## src/hw/pelr_params.svh

```systemverilog
// constants of the event-latch register block
`ifndef PELR_PARAMS_SVH
`define PELR_PARAMS_SVH

// serial link slave address, arbitrary value
`define PELR_I2C_ADDR 7'h48

// register pointers
`define PELR_ADR_VOLT  8'h08
`define PELR_ADR_MASK1 8'h0E
`define PELR_ADR_MASK2 8'h0F
`define PELR_ADR_EV1   8'h11
`define PELR_ADR_EV2   8'h12

// reset values
`define PELR_MASK_RST  8'hFF
`define PELR_EV_RST    8'h00
// 1.85 V in 25 mV steps from 0 V
`define PELR_VOLT_RST  8'h4A

// largest upward step, percent of present value
`define PELR_STEP_PCT  16'd8
`define PELR_PCT_BASE  16'd100

`endif

```

## src/hw/pelr_pkg.sv

```systemverilog
// types of the event-latch register block
package pelr_pkg;

	typedef enum logic [7:0] {
		PELR_IDLE = 8'h01,
		PELR_ADDR = 8'h02,
		PELR_ACKA = 8'h04,
		PELR_WREG = 8'h08,
		PELR_ACKW = 8'h10,
		PELR_WDAT = 8'h20,
		PELR_RDAT = 8'h40,
		PELR_MACK = 8'h80
	} pelr_state_e;

	typedef struct packed {
		pelr_state_e st;
		logic [3:0]  bitCnt;
		logic [7:0]  shift;
		logic        rw;
		logic        nack;
		logic [7:0]  ptr;
		logic        sclPrev;
		logic        sdaPrev;
		logic        sdaOeN;
		logic        sdaOut;
		logic [7:0]  chgPrev;
		logic [3:0]  gpioPrev;
		logic        buckUvPrev;
		logic        ldoUvPrev;
		logic        pbPrev;
		logic [7:0]  mask1;
		logic [7:0]  mask2;
		logic [7:0]  ev1;
		logic [7:0]  ev2;
		logic [7:0]  buckVolt;
		logic        resetReq;
		logic        irq;
	} pelr_state_s;

endpackage

```

## src/hw/pmic_event_latch_regs.sv

```systemverilog
// event latches, masks and buck voltage register behind a serial link
// Overview of operation
// - eight charger state flags are set by rising edges of their state lines.
// - a charger state flag reads 1 after its event and clears when the register is read.
// - a charger state flag raises the interrupt only while its mask bit is clear.
// - the four upper pin flags are set on either edge of pins 3 down to 0.
// - a pin flag clears on read and interrupts only while its mask bit is clear.
// - bits 3 and 2 are set by rising undervoltage of the buck and the linear regulator.
// - a power-good flag reads 1 after undervoltage and clears when read.
// - the pushbutton flag is set on either edge, clears on read, and is maskable.
// - an upward step that is too large trips undervoltage and requests a reset.
// - a lower buck setting is taken in one write with no step limit.
// - the buck setting defaults to 1.85 V and is changed by writing its register.
// - mask bits of 1 suppress, 0 allow, and all default to 1.
`include "pelr_params.svh"

module pmic_event_latch_regs
	import pelr_pkg::*;
(
	input  wire logic       clock,
	input  wire logic       rst,
	input  wire logic       undervoltageLockout,
	input  wire logic       scl,
	input  wire logic       sdaIn,
	output logic            sdaOut,
	output logic            sdaOeN,
	input  wire logic [7:0] chargerState,
	input  wire logic [3:0] generalPin,
	input  wire logic       buckUndervoltage,
	input  wire logic       linearUndervoltage,
	input  wire logic       pushbuttonStatus,
	output logic [7:0]      buckVoltage,
	output logic            resetRequest,
	output logic            interrupt
);

	// ****************************************
	// state and reset value
	// ****************************************
	localparam pelr_state_s RST_S = '{
		st: PELR_IDLE, bitCnt: 4'h0, shift: 8'h00, rw: 1'b0,
		nack: 1'b1, ptr: 8'h00, sclPrev: 1'b1, sdaPrev: 1'b1,
		sdaOeN: 1'b1, sdaOut: 1'b0, chgPrev: 8'h00,
		gpioPrev: 4'h0, buckUvPrev: 1'b0, ldoUvPrev: 1'b0,
		pbPrev: 1'b0, mask1: `PELR_MASK_RST,
		mask2: `PELR_MASK_RST, ev1: `PELR_EV_RST,
		ev2: `PELR_EV_RST, buckVolt: `PELR_VOLT_RST,
		resetReq: 1'b0, irq: 1'b0};

	pelr_state_s s_r;
	pelr_state_s s_nxt;

	logic [7:0] chgRise;
	logic [3:0] gpioChg;
	logic       buckRise;
	logic       ldoRise;
	logic       pbChg;
	logic       sclRise;
	logic       sclFall;
	logic       startCond;
	logic       stopCond;
	logic [7:0] rdData;
	logic       doLoad;
	logic       wrEn;
	logic       trip;
	logic [7:0] clr1;
	logic [7:0] clr2;
	logic       pending;

	// ****************************************
	// edge detection
	// ****************************************
	assign chgRise   = chargerState & ~s_r.chgPrev;
	assign gpioChg   = generalPin ^ s_r.gpioPrev;
	assign buckRise  = buckUndervoltage & ~s_r.buckUvPrev;
	assign ldoRise   = linearUndervoltage & ~s_r.ldoUvPrev;
	assign pbChg     = pushbuttonStatus ^ s_r.pbPrev;
	assign sclRise   = scl & ~s_r.sclPrev;
	assign sclFall   = ~scl & s_r.sclPrev;
	assign startCond = scl & s_r.sclPrev & s_r.sdaPrev & ~sdaIn;
	assign stopCond  = scl & s_r.sclPrev & ~s_r.sdaPrev & sdaIn;
	assign pending   = (|(s_r.ev1 & ~s_r.mask1)) | (|(s_r.ev2 & ~s_r.mask2));

	// ****************************************
	// register read mux
	// ****************************************
	function automatic logic [7:0] rdMux(
		input logic [7:0]  a,
		input pelr_state_s s
	);
		case (a)
			`PELR_ADR_VOLT:  rdMux = s.buckVolt;
			`PELR_ADR_MASK1: rdMux = s.mask1;
			`PELR_ADR_MASK2: rdMux = s.mask2;
			`PELR_ADR_EV1:   rdMux = s.ev1;
			`PELR_ADR_EV2:   rdMux = {s.ev2[7:1], 1'b0};
			default:         rdMux = 8'h00;
		endcase
	endfunction

	assign rdData = rdMux(s_r.ptr, s_r);

	// ****************************************
	// next state
	// ****************************************
	always_comb begin
		s_nxt = s_r;
		doLoad = 1'b0;
		wrEn = 1'b0;
		trip = 1'b0;
		clr1 = 8'h00;
		clr2 = 8'h00;
		s_nxt.sclPrev = scl;
		s_nxt.sdaPrev = sdaIn;
		s_nxt.resetReq = 1'b0;
		if (startCond) begin
			s_nxt.st = PELR_ADDR;
			s_nxt.bitCnt = 4'h0;
			s_nxt.sdaOeN = 1'b1;
		end else if (stopCond) begin
			s_nxt.st = PELR_IDLE;
			s_nxt.sdaOeN = 1'b1;
		end else if (sclRise) begin
			case (s_r.st)
				PELR_ADDR, PELR_WREG, PELR_WDAT: begin
					s_nxt.shift = {s_r.shift[6:0], sdaIn};
					s_nxt.bitCnt = s_r.bitCnt + 4'h1;
				end
				PELR_MACK: s_nxt.nack = sdaIn;
				default: s_nxt.nack = s_r.nack;
			endcase
		end else if (sclFall) begin
			case (s_r.st)
				PELR_ADDR: begin
					if (s_r.bitCnt == 4'h8) begin
						s_nxt.bitCnt = 4'h0;
						if (s_r.shift[7:1] == `PELR_I2C_ADDR) begin
							s_nxt.rw = s_r.shift[0];
							s_nxt.sdaOeN = 1'b0;
							s_nxt.st = PELR_ACKA;
						end else begin
							s_nxt.st = PELR_IDLE;
						end
					end
				end
				PELR_ACKA: begin
					if (s_r.rw) begin
						doLoad = 1'b1;
					end else begin
						s_nxt.sdaOeN = 1'b1;
						s_nxt.bitCnt = 4'h0;
						s_nxt.st = PELR_WREG;
					end
				end
				PELR_WREG: begin
					if (s_r.bitCnt == 4'h8) begin
						s_nxt.ptr = s_r.shift;
						s_nxt.sdaOeN = 1'b0;
						s_nxt.st = PELR_ACKW;
					end
				end
				PELR_ACKW: begin
					s_nxt.sdaOeN = 1'b1;
					s_nxt.bitCnt = 4'h0;
					s_nxt.st = PELR_WDAT;
				end
				PELR_WDAT: begin
					if (s_r.bitCnt == 4'h8) begin
						wrEn = 1'b1;
						s_nxt.ptr = s_r.ptr + 8'h01;
						s_nxt.sdaOeN = 1'b0;
						s_nxt.st = PELR_ACKW;
					end
				end
				PELR_RDAT: begin
					if (s_r.bitCnt == 4'h8) begin
						s_nxt.sdaOeN = 1'b1;
						s_nxt.st = PELR_MACK;
					end else begin
						s_nxt.sdaOeN = s_r.shift[7];
						s_nxt.shift = {s_r.shift[6:0], 1'b0};
						s_nxt.bitCnt = s_r.bitCnt + 4'h1;
					end
				end
				PELR_MACK: begin
					if (!s_r.nack) begin
						doLoad = 1'b1;
					end else begin
						s_nxt.st = PELR_IDLE;
					end
				end
				default: s_nxt.st = PELR_IDLE;
			endcase
		end
		// the byte is latched for shifting here, so the flags clear as it goes out
		if (doLoad) begin
			s_nxt.shift = {rdData[6:0], 1'b0};
			s_nxt.sdaOeN = rdData[7];
			s_nxt.ptr = s_r.ptr + 8'h01;
			s_nxt.bitCnt = 4'h1;
			s_nxt.st = PELR_RDAT;
			if (s_r.ptr == `PELR_ADR_EV1) begin
				clr1 = 8'hFF;
			end
			if (s_r.ptr == `PELR_ADR_EV2) begin
				clr2 = 8'hFF;
			end
		end
		if (wrEn) begin
			case (s_r.ptr)
				`PELR_ADR_MASK1: s_nxt.mask1 = s_r.shift;
				`PELR_ADR_MASK2: s_nxt.mask2 = {s_r.shift[7:1], 1'b1};
				`PELR_ADR_VOLT: begin
					s_nxt.buckVolt = s_r.shift;
					// codes are linear from 0 V, so a ratio of codes is a ratio of volts
					trip = ({8'h00, s_r.shift} * `PELR_PCT_BASE) >
						({8'h00, s_r.buckVolt} * (`PELR_PCT_BASE + `PELR_STEP_PCT));
				end
				default: s_nxt.buckVolt = s_r.buckVolt;
			endcase
		end
		s_nxt.resetReq = trip;
		s_nxt.chgPrev = chargerState;
		s_nxt.gpioPrev = generalPin;
		s_nxt.buckUvPrev = buckUndervoltage;
		s_nxt.ldoUvPrev = linearUndervoltage;
		s_nxt.pbPrev = pushbuttonStatus;
		// set wins over a clear in the same cycle
		s_nxt.ev1 = (s_r.ev1 & ~clr1) | chgRise;
		s_nxt.ev2 = ({s_r.ev2[7:1], 1'b0} & ~clr2) |
			{gpioChg, buckRise | trip, ldoRise, pbChg, 1'b0};
		s_nxt.irq = pending;
		if (undervoltageLockout) begin
			s_nxt = RST_S;
		end
	end

	always_ff @(posedge clock) begin
		if (rst) begin
			s_r <= RST_S;
		end else begin
			s_r <= s_nxt;
		end
	end

	assign sdaOut       = s_r.sdaOut;
	assign sdaOeN       = s_r.sdaOeN;
	assign buckVoltage  = s_r.buckVolt;
	assign resetRequest = s_r.resetReq;
	assign interrupt    = s_r.irq;

	// ****************************************
	// checks
	// ****************************************
	a_chg_rise_set: assert property (@(posedge clock) disable iff (rst)
		(!undervoltageLockout && chgRise != 8'h00) |=>
		((s_r.ev1 & $past(chgRise)) == $past(chgRise)))
		else $error("charger event not latched");

	a_read_clear: assert property (@(posedge clock) disable iff (rst)
		(doLoad && s_r.ptr == `PELR_ADR_EV1 && chgRise == 8'h00) |=>
		(s_r.ev1 == 8'h00))
		else $error("charger flags not cleared by read");

	a_irq_follow: assert property (@(posedge clock) disable iff (rst)
		(!undervoltageLockout && pending) |=> interrupt)
		else $error("unmasked flag without interrupt");

	a_mask_block: assert property (@(posedge clock) disable iff (rst)
		(!pending) |=> !interrupt)
		else $error("interrupt with all flags masked");

	a_pin_edge: assert property (@(posedge clock) disable iff (rst)
		(!undervoltageLockout && gpioChg != 4'h0) |=>
		((s_r.ev2[7:4] & $past(gpioChg)) == $past(gpioChg)))
		else $error("pin change not latched");

	a_pg_rise: assert property (@(posedge clock) disable iff (rst)
		(!undervoltageLockout && buckRise && ldoRise) |=> (s_r.ev2[3:2] == 2'b11))
		else $error("power-good event not latched");

	a_pb_edge: assert property (@(posedge clock) disable iff (rst)
		(!undervoltageLockout && pbChg) |=> s_r.ev2[1])
		else $error("pushbutton event not latched");

	a_step_trip: assert property (@(posedge clock) disable iff (rst)
		(!undervoltageLockout && wrEn && s_r.ptr == `PELR_ADR_VOLT &&
		// widened so a high present code cannot wrap the limit
		({8'h00, s_r.shift} * `PELR_PCT_BASE) >
		({8'h00, s_r.buckVolt} * (`PELR_PCT_BASE + `PELR_STEP_PCT))) |=>
		(resetRequest && s_r.ev2[3]))
		else $error("large step did not trip");

	a_step_down: assert property (@(posedge clock) disable iff (rst)
		(!undervoltageLockout && wrEn && s_r.ptr == `PELR_ADR_VOLT &&
		s_r.shift <= s_r.buckVolt) |=>
		(!resetRequest && buckVoltage == $past(s_r.shift)))
		else $error("lower setting not taken");

	a_lockout_load: assert property (@(posedge clock) disable iff (rst)
		undervoltageLockout |=> (s_r.mask1 == 8'hFF && s_r.mask2 == 8'hFF &&
		s_r.ev1 == 8'h00 && s_r.ev2 == 8'h00 && buckVoltage == `PELR_VOLT_RST))
		else $error("lockout defaults wrong");

	a_reserved_zero: assert property (@(posedge clock) disable iff (rst)
		!s_r.ev2[0])
		else $error("reserved bit set");

endmodule

```

## config.mk

```make
export PLATFORM = sky130hd
export DESIGN_NAME = pmic_event_latch_regs
export DESIGN_NICKNAME = d
export VERILOG_FILES = /design/src/hw/pelr_pkg.sv /design/src/hw/pmic_event_latch_regs.sv
export VERILOG_INCLUDE_DIRS = /design/src /design/src/hw
export SDC_FILE = /design/constraint.sdc
export NUM_CORES = 1
export LEC_CHECK = 0
export BUFFER_PORTS_ARGS = -buffer_cell sky130_fd_sc_hd__buf_4
export CORE_AREA = 2 2 126 128
export CTS_BUF_LIST = sky130_fd_sc_hd__clkbuf_8
export CTS_CLUSTER_SIZE = 20
export DETAILED_ROUTE_END_ITERATION = 8
export DIE_AREA = 0 0 128 130
export PLACE_DENSITY = 0.7
export RECOVER_POWER = 50
export SLEW_MARGIN = 25
export SYNTH_ARGS = -nofsm -noshare
export SYNTH_HDL_FRONTEND = slang
export SYNTH_SLANG_ARGS = --single-unit
```

## constraint.sdc

```tcl
create_clock -name clock -period 6.1 [get_ports clock]
set_clock_uncertainty 0.05 [all_clocks]
set_input_delay 0.61 -clock clock [delete_from_list [all_inputs] [get_ports clock]]
set_output_delay 0.61 -clock clock [all_outputs]
set_load 0.01 [all_outputs]
```

==> run summary <==
Clock Sinks -> 88
placed insts -> 950
Place WS -> 1680 ps
root buf cell -> clkbuf_8
FF-to-FF path depth -> 18
worst setup path startpoint -> buckVoltage[2]
Yosys reg bits -> 88
Post-Synthesis Cells -> 760
Final Non-Filler Cells -> 965
Finish-stage setup viols -> 0
initial core utilization -> 42.0%
routability cong. -> 0.900
diodes inserted -> 0
synth warn -> 0
Final Hold Fails -> 0
commonest non-fill, non-tap cell in the layout -> dfxtp_1
IO buf count -> 30
Post-Syn Nets -> 873
TritonCTS clock tree -> yes
Distinct cells, synth -> 83
Final Cell Area -> 6830 um2
Core ar. -> 15400 um2
Relative slew margins -> -5.79%
power per cell area -> 150 nW/um2
Seq/Total Area, Yosys -> 27.2%
Clk Latency, worst-skew pair -> 360 ps
ys flop type -> dfxtp_1
Slew @ Worst Pin -> 1590 ps
CP startpoint kind -> flip-flop
post-synthesis mux area share -> 2.32%
outcome -> finished, violations left
Required @ worst endpoint -> 6320 ps
Post-CTS Resized -> 0
WP data arrival -> 4680 ps
TNS Setup -> 0 ps
# DRC -> 0
min-delay worst type -> input port to flip-flop
number of flops mapped to enable cells by yosys -> 0
unrepaired setup endpoints after global routing -> false
hold depth -> 2
fraction of the mapped netlist area in adder cells -> 19.1%
Layout area overhead -> 5.29%
CTS buffer count -> 9
layout cells sized above 1 -> 7.12%
Netlist Area Pre-Place -> 6480 um2
DRT iter0 DRCs -> 463
xor and xnor area share after synthesis -> 3.65%
drt via density -> 5.65
Power, Total -> 1.03 mW
Routed WL -> 15200 um
Peak Freq -> 225 MHz
fin crit share -> 73.0%
layout net count -> 882
Synth Area in Compound Gates -> 21.1%
die span in y -> 130 um
Pleak -> 3.03 nW
worst setup margin -> 1650 ps
total track usage -> 18.8%
crit path kind -> flip-flop to flip-flop
post-synthesis simple-gate area fraction -> 18.9%
vias in the first global route -> 4886
Min Hold Slack -> 409 ps
VDD IR max -> 137 uV
Antenna Nets Post-Route -> 0
1st-pass router iterations -> 5
largest net degree at the start of global routing -> 35
Slew Viols, Final -> 32
total gr overflow -> 0
Tmin final -> 4450 ps
# fillers -> 1519
Async S/R FF share, synth -> 0%
number of I/O pins -> 32
failing checks -> max-capacitance violations, max-slew violations
CTS max path bufs -> 2
HPWL Detailed -> 11700 um
number of post-CTS setup repair buffers -> 0
die footprint -> 16600 um2
Site Rows -> 46
reg2reg start -> buckVoltage[2]
maxcap violations -> 1
CTS clk-pin slew, worst paths -> 90 ps
Mapped Avg Cell Area -> 8.53 um2
initial antenna violation count -> 0
Wirelength per Cell -> 15.8 um
Die Wd -> 128 um
Layout Utilization -> 44.2%
critical path peak fanout -> 7
most used cells in the layout excluding fill and tap cells -> dfxtp_1 (88), ha_1 (83), inv_1 (72)
H-tree Lvls -> 3
largest family of logic cells by synthesized area -> compound AO/OA/AOI/OAI gates
Area after DPL -> 6750 um2
crit end category -> flip-flop
routed vias -> 5456
first-pass GRT wire length -> 25200 um
min-delay src -> linearUndervoltage
Post-CTS Hold Fix Bufs -> 0
[cell families after synthesis]
| group | Yosys count |
|---|---|
| AO/OA/AOI/OAI | 193 |
| adder cells (fa/ha/maj) | 93 |
| other | 1 |
| buffers and inverters | 106 |
| multiplexers | 15 |
| AND/OR/NAND/NOR | 237 |
| flip-flops | 88 |
| XOR/XNOR | 27 |
[Yosys cell counts, drive strengths merged, types with 13 or more instances]
cell    number  share of area [%]
dfxtp       88                 27
ha          83                 16
inv         71                4.1
nand2       68                3.9
nor2        54                3.2
a21oi       47                3.7
o21ai       27                2.1
buf         20                2.3
nand3       20                1.5
and2        19                1.9
o211ai      19                2.4
xor2        18                2.4
a22o        15                2.0
clkbuf      15                1.2
mux2i       15                2.3
a211oi      13                1.7
[critical path: stages (launching register included)]
cell	delay [ps]
dfxtp_1	470
ha_1	310
fa_1	510
inv_1	50
fa_1	490
inv_1	40
ha_1	350
nand2_1	90
o21ai_0	90
nor4_1	340
o311ai_0	220
a21oi_1	220
xor2_1	210
ha_1	270
nand4_1	90
nor2_1	50
nand3_1	70
o2111ai_1	140
o32ai_1	300
[path summary, 6_finish.rpt]
kind / slack (ps) / endpoint
worst max-delay path: 1650 / s_r[13]
worst min register to register: 420 / s_r[21]
worst max register to register: 1650 / s_r[13]
worst min-delay path: 410 / s_r[43]
[area by class of cell]
type | instances | area, um2 | share of cell area (%)
multi-input combinational | 566 | 4200 | 61.5
clock inverter | 6 | 38.8 | 0.568
timing repair buffer | 33 | 199 | 2.91
inverter | 71 | 267 | 3.90
sequential | 88 | 1760 | 25.8
clock buffer | 9 | 124 | 1.81
tap | 192 | 240 | 3.52
[power breakdown]
part / switching, mW / total, mW / leakage, nW / internal (mW)
Combinational: 0.0447 / 0.0760 / 2.23 / 0.0313
Clock: 0.212 / 0.356 / 0.0862 / 0.144
Sequential: 0.00885 / 0.594 / 0.715 / 0.585
Total: 0.266 / 1.03 / 3.03 / 0.761
[state kept, by name, indices dropped and copies added (netlist names)]
name	cells
s_r	77
buckVoltage	8
interrupt	1
resetRequest	1
sdaOeN	1
[routing by layer]
metal,track usage (%),wire length [um],vias to the layer above
met3,2.21,961,17
met2,29.8,6700,199
met4,5.37,217,0
met1,27.2,7370,2502
met5,0,0,-
li1,-,-,2738
No activity file was read; power rests on OpenSTA's default activity.
